===== src/logic/pig_pkg.sv =====
// Package for the interrupt enable gating block: offsets, layouts, reset values
package pig_pkg;

  // ********************************************************************
  // Source count and status bit positions
  // ********************************************************************
  localparam int PIG_NSRC = 10;
  localparam int PIG_BIT_PENDING = 0;
  localparam int PIG_BIT_SPEED = 1;
  localparam int PIG_BIT_LINK = 2;
  localparam int PIG_BIT_RXSTAT = 3;
  localparam int PIG_BIT_FIFO = 4;
  localparam int PIG_BIT_IDLE = 5;
  localparam int PIG_BIT_PAGE = 6;
  localparam int PIG_BIT_FCFG = 7;
  localparam int PIG_BIT_ANEG = 8;
  localparam int PIG_BIT_SYNC = 9;
  localparam int PIG_BIT_CABLE = 10;
  localparam int PIG_BIT_PIN_EN = 0;

  // ********************************************************************
  // Wishbone register byte offsets
  // ********************************************************************
  localparam logic [7:0] PIG_OFF_SRC_EN = 8'h00;
  localparam logic [7:0] PIG_OFF_PIN_EN = 8'h04;
  localparam logic [7:0] PIG_OFF_STATUS = 8'h08;
  localparam logic [7:0] PIG_OFF_WRAP_EN = 8'h0C;
  localparam logic [7:0] PIG_OFF_WRAP_CLR = 8'h10;
  localparam logic [7:0] PIG_OFF_WRAP_ST = 8'h14;

  // ********************************************************************
  // Reset values
  // ********************************************************************
  localparam logic [15:0] PIG_RST_SRC_EN = 16'h0000;
  localparam logic PIG_RST_PIN_EN = 1'b0;
  localparam logic [15:0] PIG_RST_STATUS = 16'h0000;
  localparam logic [1:0] PIG_RST_WRAP = 2'h0;
  localparam logic [2:0] PIG_RST_SYNC = 3'h0;

endpackage


===== src/logic/pig_evt_if.sv =====
// Interface carrying source events between the pin conditioner and the core
`timescale 1ns/10ps
`default_nettype none
interface pig_evt_if;
  logic [9:0] evt;
  modport src (output evt);
  modport dst (input evt);
endinterface
`default_nettype wire


===== src/logic/pig_top.sv =====
// Interrupt enable gating with status latching and Wishbone access
//
// The Wishbone slave port and the register offsets are this design's own decisions.
`timescale 1ns/10ps
`default_nettype none
// How it works
// - Speed change reaches the pending flag only while its enable bit is 1.
// - Cable diagnostics is gated by its own enable bit, 1 passes and 0 blocks.
// - Loss of management-serial sync counts only when its enable bit is 1.
// - Autonegotiation status change is gated by its own enable bit.
// - Frame checker/generator has a separate enable bit, 1 passes and 0 blocks.
// - Page received interrupts only when its enable bit is 1.
// - Idle error counter saturation interrupts only when its enable bit is 1.
// - MAC FIFO over/underflow is gated by an enable bit.
// - Receive status change interrupts only when its enable bit is 1.
// - Link status change interrupts only when its enable bit is 1.
// - The interrupt pin is driven only when the pin enable bit 0 (reset 0) is 1.
// - With the pin enabled, the pin asserts whenever any enabled source fires.
// - Status bits latch high on events and a status read clears them all together.
// - Status bits latch even for disabled sources; only enabled ones form pending.
// - Status bit 0 is a pending flag that latches on an enabled event until read.
module pig_top
  import pig_pkg::*;
(
  // Clock and reset
  input wire logic clk_i,
  input wire logic rst_i,
  // Wishbone slave
  input wire logic wb_cyc_i,
  input wire logic wb_stb_i,
  input wire logic wb_we_i,
  input wire logic [7:0] wb_adr_i,
  input wire logic [3:0] wb_sel_i,
  input wire logic [31:0] wb_dat_i,
  output logic [31:0] wb_dat_o,
  output logic wb_ack_o,
  output logic wb_err_o,
  // Source event pins
  input wire logic [9:0] src_evt_i,
  // Interrupt pin and wrapper interrupt
  output logic int_n_o,
  output logic int_n_oe_o,
  output logic irq_o
);

  // ********************************************************************
  // State
  // ********************************************************************
  typedef struct packed {
    logic [15:0] src_en;
    logic pin_en;
    logic [15:0] status;
    logic [1:0] wrap_en;
    logic [1:0] wrap_st;
    logic [31:0] dat;
    logic ack;
    logic err;
    logic int_n;
    logic int_oe;
    logic irq;
  } pig_state_t;

  pig_state_t st_reg, st_next;

  pig_evt_if evt_bus();

  pig_evt_sync #(
    .N(PIG_NSRC)
  ) u_sync (
    .clk_i(clk_i),
    .rst_i(rst_i),
    .raw_i(src_evt_i),
    .ev(evt_bus.src)
  );

  // ********************************************************************
  // Helpers
  // ********************************************************************
  function automatic logic [15:0] pig_wr16(input logic [15:0] old, input logic [31:0] d,
                                           input logic [3:0] sel);
    logic [15:0] r;
    r = old;
    if (sel[0]) begin
      r[7:0] = d[7:0];
    end
    if (sel[1]) begin
      r[15:8] = d[15:8];
    end
    return r;
  endfunction

  // Place the ten source events on their status bit positions
  function automatic logic [15:0] pig_map(input logic [9:0] e);
    logic [15:0] m;
    m = '0;
    m[PIG_BIT_SPEED] = e[0];
    m[PIG_BIT_LINK] = e[1];
    m[PIG_BIT_RXSTAT] = e[2];
    m[PIG_BIT_FIFO] = e[3];
    m[PIG_BIT_IDLE] = e[4];
    m[PIG_BIT_PAGE] = e[5];
    m[PIG_BIT_FCFG] = e[6];
    m[PIG_BIT_ANEG] = e[7];
    m[PIG_BIT_SYNC] = e[8];
    m[PIG_BIT_CABLE] = e[9];
    return m;
  endfunction

  // ********************************************************************
  // Next state
  // ********************************************************************
  logic [15:0] ev_bits;
  logic [15:0] gated;
  logic any_en;
  logic req;
  logic rd_status;
  logic mapped;

  always_comb begin
    st_next = st_reg;
    ev_bits = pig_map(evt_bus.evt);
    req = wb_cyc_i && wb_stb_i && !st_reg.ack && !st_reg.err;
    rd_status = req && !wb_we_i && (wb_adr_i == PIG_OFF_STATUS);
    mapped = 1'b1;
    st_next.ack = 1'b0;
    st_next.err = 1'b0;
    st_next.dat = '0;

    // Per-source gates; bits for events of disabled sources are stored but never forwarded
    gated = ev_bits & st_reg.src_en;
    gated[PIG_BIT_SPEED] = ev_bits[PIG_BIT_SPEED] & st_reg.src_en[PIG_BIT_SPEED];
    gated[PIG_BIT_CABLE] = ev_bits[PIG_BIT_CABLE] & st_reg.src_en[PIG_BIT_CABLE];
    gated[PIG_BIT_SYNC] = ev_bits[PIG_BIT_SYNC] & st_reg.src_en[PIG_BIT_SYNC];
    gated[PIG_BIT_ANEG] = ev_bits[PIG_BIT_ANEG] & st_reg.src_en[PIG_BIT_ANEG];
    gated[PIG_BIT_FCFG] = ev_bits[PIG_BIT_FCFG] & st_reg.src_en[PIG_BIT_FCFG];
    gated[PIG_BIT_PAGE] = ev_bits[PIG_BIT_PAGE] & st_reg.src_en[PIG_BIT_PAGE];
    gated[PIG_BIT_IDLE] = ev_bits[PIG_BIT_IDLE] & st_reg.src_en[PIG_BIT_IDLE];
    gated[PIG_BIT_FIFO] = ev_bits[PIG_BIT_FIFO] & st_reg.src_en[PIG_BIT_FIFO];
    gated[PIG_BIT_RXSTAT] = ev_bits[PIG_BIT_RXSTAT] & st_reg.src_en[PIG_BIT_RXSTAT];
    gated[PIG_BIT_LINK] = ev_bits[PIG_BIT_LINK] & st_reg.src_en[PIG_BIT_LINK];
    gated[PIG_BIT_PENDING] = 1'b0;
    any_en = |gated;

    // Register reads; a status read returns the value before its own clear
    if (req && !wb_we_i) begin
      unique case (wb_adr_i)
        PIG_OFF_SRC_EN: st_next.dat = {16'h0000, st_reg.src_en};
        PIG_OFF_PIN_EN: st_next.dat = {31'h00000000, st_reg.pin_en};
        PIG_OFF_STATUS: st_next.dat = {16'h0000, st_reg.status};
        PIG_OFF_WRAP_EN: st_next.dat = {30'h00000000, st_reg.wrap_en};
        PIG_OFF_WRAP_ST: st_next.dat = {30'h00000000, st_reg.wrap_st};
        PIG_OFF_WRAP_CLR: st_next.dat = '0;
        default: mapped = 1'b0;
      endcase
    end

    // Register writes
    if (req && wb_we_i) begin
      unique case (wb_adr_i)
        PIG_OFF_SRC_EN: begin
          st_next.src_en = pig_wr16(st_reg.src_en, wb_dat_i, wb_sel_i);
          st_next.src_en[15:11] = '0;
          st_next.src_en[0] = 1'b0;
        end
        PIG_OFF_PIN_EN: begin
          if (wb_sel_i[0]) begin
            st_next.pin_en = wb_dat_i[PIG_BIT_PIN_EN];
          end
        end
        PIG_OFF_WRAP_EN: begin
          if (wb_sel_i[0]) begin
            st_next.wrap_en = wb_dat_i[1:0];
          end
        end
        PIG_OFF_WRAP_CLR: begin
          if (wb_sel_i[0]) begin
            st_next.wrap_st = st_reg.wrap_st & ~wb_dat_i[1:0];
          end
        end
        PIG_OFF_STATUS, PIG_OFF_WRAP_ST: begin
          st_next.src_en = st_reg.src_en;
        end
        default: mapped = 1'b0;
      endcase
    end

    // Status latching: read clears all, a same-cycle event still sets its bit
    if (rd_status) begin
      st_next.status = '0;
    end
    st_next.status = st_next.status | ev_bits;
    if (any_en) begin
      st_next.status[PIG_BIT_PENDING] = 1'b1;
    end

    // Wrapper sticky events: bit 0 pending rose, bit 1 status read; set beats clear
    if (any_en && !st_reg.status[PIG_BIT_PENDING]) begin
      st_next.wrap_st[0] = 1'b1;
    end
    if (rd_status) begin
      st_next.wrap_st[1] = 1'b1;
    end
    st_next.irq = |(st_next.wrap_st & st_reg.wrap_en);

    // Pin: asserted low from the pending flag, released high when disabled
    st_next.int_n = !(st_reg.pin_en && st_next.status[PIG_BIT_PENDING]);
    st_next.int_oe = st_reg.pin_en;

    if (req) begin
      st_next.ack = mapped;
      st_next.err = !mapped;
    end
  end

  always_ff @(posedge clk_i) begin
    if (rst_i) begin
      st_reg <= '{src_en: PIG_RST_SRC_EN, pin_en: PIG_RST_PIN_EN, status: PIG_RST_STATUS,
                  wrap_en: PIG_RST_WRAP, wrap_st: PIG_RST_WRAP, dat: '0, ack: 1'b0, err: 1'b0,
                  int_n: 1'b1, int_oe: 1'b0, irq: 1'b0};
    end else begin
      st_reg <= st_next;
    end
  end

  // ********************************************************************
  // Outputs
  // ********************************************************************
  assign wb_dat_o = st_reg.dat;
  assign wb_ack_o = st_reg.ack;
  assign wb_err_o = st_reg.err;
  assign int_n_o = st_reg.int_n;
  assign int_n_oe_o = st_reg.int_oe;
  assign irq_o = st_reg.irq;

endmodule
`default_nettype wire


===== src/logic/pig_evt_sync.sv =====
// Three-flop conditioner turning asynchronous source levels into one-cycle events
`timescale 1ns/10ps
`default_nettype none
module pig_evt_sync
  import pig_pkg::*;
#(
  parameter int N = PIG_NSRC
) (
  // Clock and reset
  input wire logic clk_i,
  input wire logic rst_i,
  // Raw source pulses
  input wire logic [N-1:0] raw_i,
  // Events out
  pig_evt_if.src ev
);

  typedef struct packed {
    logic [N-1:0] s1;
    logic [N-1:0] s2;
    logic [N-1:0] s3;
    logic [N-1:0] seen;
  } pig_sync_t;

  pig_sync_t st_reg, st_next;

  // Change counts once the second and third stage agree; first stage feeds only the second
  always_comb begin
    st_next = st_reg;
    st_next.s1 = raw_i;
    st_next.s2 = st_reg.s1;
    st_next.s3 = st_reg.s2;
    for (int i = 0; i < N; i++) begin
      if (st_reg.s2[i] == st_reg.s3[i]) begin
        st_next.seen[i] = st_reg.s3[i];
      end
    end
  end

  always_ff @(posedge clk_i) begin
    if (rst_i) begin
      st_reg <= '0;
    end else begin
      st_reg <= st_next;
    end
  end

  // Rising edge of the agreed level is the event
  assign ev.evt = st_next.seen & ~st_reg.seen;

endmodule
`default_nettype wire


===== config.mk =====
export PLATFORM = sky130hd
export DESIGN_NAME = pig_top
export DESIGN_NICKNAME = d
export VERILOG_FILES = /design/src/logic/pig_pkg.sv /design/src/logic/pig_evt_if.sv /design/src/logic/pig_top.sv /design/src/logic/pig_evt_sync.sv
export SDC_FILE = /design/constraint.sdc
export NUM_CORES = 1
export LEC_CHECK = 0
export ABC_AREA = 1
export BUFFER_PORTS_ARGS = -buffer_cell sky130_fd_sc_hd__buf_2
export CORE_MARGIN = 4
export CORE_UTILIZATION = 40
export CTS_CLUSTER_SIZE = 16
export DETAILED_ROUTE_END_ITERATION = 7
export GPL_TIMING_DRIVEN = 0
export PLACE_DENSITY = 0.6
export SETUP_SLACK_MARGIN = 0.1
export SYNTH_ARGS = -nofsm -noshare
export SYNTH_HDL_FRONTEND = slang
export SYNTH_SLANG_ARGS = --single-unit
export TNS_END_PERCENT = 10

===== constraint.sdc =====
create_clock -name clk_i -period 1.6 [get_ports clk_i]
set_input_delay 0.08 -clock clk_i [delete_from_list [all_inputs] [get_ports clk_i]]
set_output_delay 0.08 -clock clk_i [all_outputs]
set_load 0.01 [all_outputs]

After elaboration in Yosys (flattened, before gate mapping). Cells that the tools add are included. Widths: inputs -> output; s select.

Bits in registers: 108. Input bits: 59.

Equality and inequality tests: 15. Multiplexer cells: 22. Bitwise operators: 18. Reduce and logical (&&, ||, !) cells: 24.

Operator list (number): $pmux 16 s5 (1); $mux 1 (17); $eq 8x4->1 const B (2); $eq 8x5->1 const B (2); $mux 16 (1); $or 16x11->16 (1); $reduce_or 15->1 (1); $reduce_and 3->1 (4); $and 1x1->1 (10); $and 10x10->10 (1); $eq 1x1->1 (10); $not 10->10 (1); $eq 8x3->1 const B (1); $logic_and 1x1->1 (8); $logic_not 8->1 (1); $logic_not 1->1 (6); $mux 2 (3); $reduce_or 2->1 (3); $reduce_or 6->1 (1); $and 2x2->2 (2); $not 1->1 (2); $not 2->2 (1).

Depth between registers and ports, before layout.
Depth in word-level cells: 10. Mapped depth: 10. Mapped depth without buffers: 10.

Cells and area by module. From an unflattened synthesis, not the netlist that was laid out.

Cells, all modules: 462. Area, all modules: 3430.8 µm².

By module, submodules not included: pig_top (times used 1, cells each 270, area an instance 2019.4 µm², sequential area each 840.8 µm²); pig_evt_sync (times used 1, cells each 192, area an instance 1411.4 µm², sequential area each 800.8 µm²).

Worst setup path before layout. No wires, ideal clock.

Path type: register to register. Start point: register st_reg (netlist bit wb_err_o). End point: register st_reg[59] (netlist name). Library setup time: 0.119 ns. Arrival time: 1.156 ns. Data required time: 1.481 ns. Setup slack: 0.324 ns. Stages on the path, launching flop included: 8. Buffers on the path: 1. Clock period less this slack: 1.276 ns. Path through: dfxtp_1 -> inv_1 -> nand4_1 -> nor2_1 -> buf_2 -> nand2_2 -> o21ai_0 -> a21oi_1.

Word-level cells in the longest chain between the ends: 4.

RTL lines: start: declaration (RTL line pig_top.sv:63) `pig_state_t st_reg, st_next;`; start signal: assignment (RTL line pig_top.sv:217) `st_reg <= '{src_en: PIG_RST_SRC_EN, pin_en: PIG_RST_PIN_EN, status: PIG_RST_STATUS,`; start signal: assignment (RTL line pig_top.sv:221) `st_reg <= st_next;`; $logic_not 1->1 (RTL line pig_top.sv:122) `req = wb_cyc_i && wb_stb_i && !st_reg.ack && !st_reg.err;`; $logic_and 1x1->1 (RTL line pig_top.sv:122); $logic_and 1x1->1 (RTL line pig_top.sv:158) `if (req && wb_we_i) begin`; $reduce_and 3->1 (no line).

Every way passes these cells. A chain may end at the register's enable or synchronous reset.

Worst setup path in the final report.
Start point: register st_reg (netlist bit wb_err_o). End point: register st_reg[64] (netlist name).

Same word-level chain as after synthesis.

==> results_dict.tcl <==
set metrics [dict create \
    yosys.area_share.xor_xnor_pct 0 \
    hold_depth 3 \
    yosysUniqueCellTypes 31 \
    grt_overflow 0 \
    min_path_type "input pin to register" \
    end_kind "register" \
    grt_util_all_layers_pct 14.7 \
    r2r_cells 7 \
    synth_fa_ha_area_share_pct 0 \
    hold_path_end "st_next[1]" \
    drc 0 \
    cts_tree "built" \
    final_nets 573 \
    synth_area_um2 3330 \
    clock_skew_ns 0.0122 \
    hp-start "wb_dat_i[0]" \
    clk_pin_slew_ns 0.08 \
    synth-compound-area-share_pct 11.1 \
    p_leak_nw 1.79 \
    peakVddDrop_v 0.000379 \
    synthTopCellsByCount "dfxtp_1, inv_1, nor2_1" \
    finalHoldViolations 0 \
    start_util_pct 40.9 \
    cts_root_buf "clkbuf_8" \
    coreArea_um2 8130 \
    final.min_clock_period_ns 1.37 \
    clockBufferDepth 2 \
    rows 33 \
    synth_top_family_by_area "simple AND/OR/NAND/NOR gates" \
    cts_sinks 82 \
    max_freq_ghz 0.728 \
    drt_iter0_drc 114 \
    die_width_um 99.2 \
    path_class "register to register" \
    synthArstFlopShare_pct 0 \
    power.density_nw_per_um2 914 \
    power_w 0.00377 \
    synth_simple_gate_area_share_pct 22.9 \
    viasPerCell 4.34 \
    arrival_ns 1.62 \
    switching_share_pct 22.7 \
    synth_top_area_share_pct 49.3 \
    clk_latency_ns 0.35 \
    io-pin-count 96 \
    maxCapViolations 0 \
    synthMuxAreaShare_pct 0 \
    rrSetupSlack_ns 0.23 \
    power.internal_w 0.00291 \
    antenna_found_initial 0 \
    io_buffers 50 \
    ys_top_cells_by_area "dfxtp_1, inv_1, buf_4, nor2_1, a21oi_1" \
    crit_path_start_kind "register" \
    drt-total-wl_um 6880 \
    synthFlopType "dfxtp_1" \
    drv_slew 0 \
    setup.worst_path.start "wb_err_o" \
    r2r-start "wb_err_o" \
    ys_warn_count 0 \
    synth.ff_latch_count 82 \
    dp_cells 593 \
    die_h_um 99.2 \
    slew_headroom_pct 59.5 \
    drive_above_1_share_pct 22.7 \
    vias 2709 \
    yosys.area.top_type "dfxtp_1" \
    status "completed" \
    diodes 0 \
    dp_hpwl_um 5210 \
    synth_edf_count 0 \
    die-area_um2 9840 \
    finalSetupTns_ns 0 \
    clkPwrFrac_pct 37.5 \
    whs_ns 0.0193 \
    cp.required_ns 1.85 \
    synth_most_common_cell "dfxtp_1" \
    setup_viol 0 \
    cts_made_buffers 9 \
    syn_inst 418 \
    final_cells 624 \
    fill_cells 826 \
    syn_area_per_cell_um2 7.96 \
    combinationalPowerShare_pct 6.9 \
    routabilityCongestion 0.858 \
    first_pass_iters 4 \
    grt_pass1_vias 2469 \
    grt_pass1_wl_um 11400 \
    cts_htree_levels 3 \
    worst_slew_pin_slew_ns 0.608 \
    path_max_fanout 10 \
    largest_reg_flops 25 \
    synth_seq_area_share_pct 49.3 \
    worstReg2RegEnd "st_reg[64]" \
    wl_per_cell_um 11.0 \
    grt_max_degree 13 \
    p_switching_w 0.000858 \
    finalCritPeriodShare_pct 85.8 \
    power_frac_seq_pct 55.5 \
    synthToLayoutAreaGrowth_pct 24.0 \
    rsz0062_at_grt "false" \
    antenna_left 0 \
]
per-stage QoR:
| step | setup WS (ns) | utilization [%] | instance area [um^2] |
|---|---|---|---|
| after floorplan | 0.324 | - | 3400 |
| after global placement | 0.113 | 46.5 | 3780 |
| after detailed placement | 0.0726 | 46.5 | 3780 |
| after CTS | 0.121 | 50.5 | 4110 |
| after global routing | 0.107 | 50.7 | 4120 |
| final | 0.227 | 50.7 | 4120 |
layer usage:
metal | track usage, % | wire [um] | vias to the layer above
li1 | - | - | 1470
met3 | 4.14 | 454 | 7
met5 | 0 | 0 | -
met4 | 5.57 | 80 | 0
met2 | 23.8 | 3190 | 67
met1 | 18.7 | 3150 | 1165
worst max-delay path: stages (launching register included):
cell	delay (ns)
dfxtp_1	0.32
inv_1	0.08
nand4_1	0.18
nor2_2	0.20
buf_6	0.17
nand2_4	0.10
o21ai_0	0.18
nor2_1	0.05
cells in the final DEF, fill, tap and decap left out, drive strengths merged, types with 18 or more instances in the layout:
cell type / count
a21oi: 42
buf: 86
clkbuf: 20
conb: 21
dfxtp: 82
inv: 69
nand2: 43
nand3: 24
nand4: 18
nor2: 64
what timing repair did:
| action | CTS | global route |
|---|---|---|
| endpoints found under the setup margin | 6 | 7 |
| pin swaps | 0 | 2 |
| buffers inserted | 0 | 1 |
| hold endpoints to repair | 14 | 0 |
| hold buffers | 14 | 0 |
| resized for setup | 1 | 8 |
final cells by class:
type,count,area (um^2),share of cell area [%]
Buffer,42,300,7.28
Tap cell,105,131,3.19
Clock buffer,13,139,3.37
Inverter,69,259,6.28
Clock inverter,3,40.0,0.971
Timing Repair Buffer,65,398,9.65
Sequential cell,82,1640,39.8
Multi-Input combinational cell,245,1210,29.5
kinds of logic after synthesis:
group                  Yosys count
AOI/OAI and AO/OA               68
buffers and inverters          111
DFF                             82
other                            1
and+or+nand+nor                156
power by group through the flow:
stage          clock network (W)  registers (W)  logic [W]
2_1_floorplan                  0        0.00214   0.000152
3_3_place_gp                   0        0.00214   0.000230
3_5_place_dp                   0        0.00214   0.000232
4_1_cts                  0.00145        0.00209   0.000259
5_1_grt                  0.00155        0.00210   0.000296
6_report                 0.00141        0.00209   0.000262
worst max-delay path by stage:
stage | to | slack (ns) | cells past startpoint
after detailed placement | st_reg[63] | 0.07 | 7
final | st_reg[64] | 0.23 | 7
after global routing | st_reg[65] | 0.11 | 7
after CTS | st_reg[63] | 0.12 | 7
after global placement | st_reg[63] | 0.11 | 7
after floorplan | st_reg[59] | 0.32 | 7
Power figures use the tool's default switching activity.
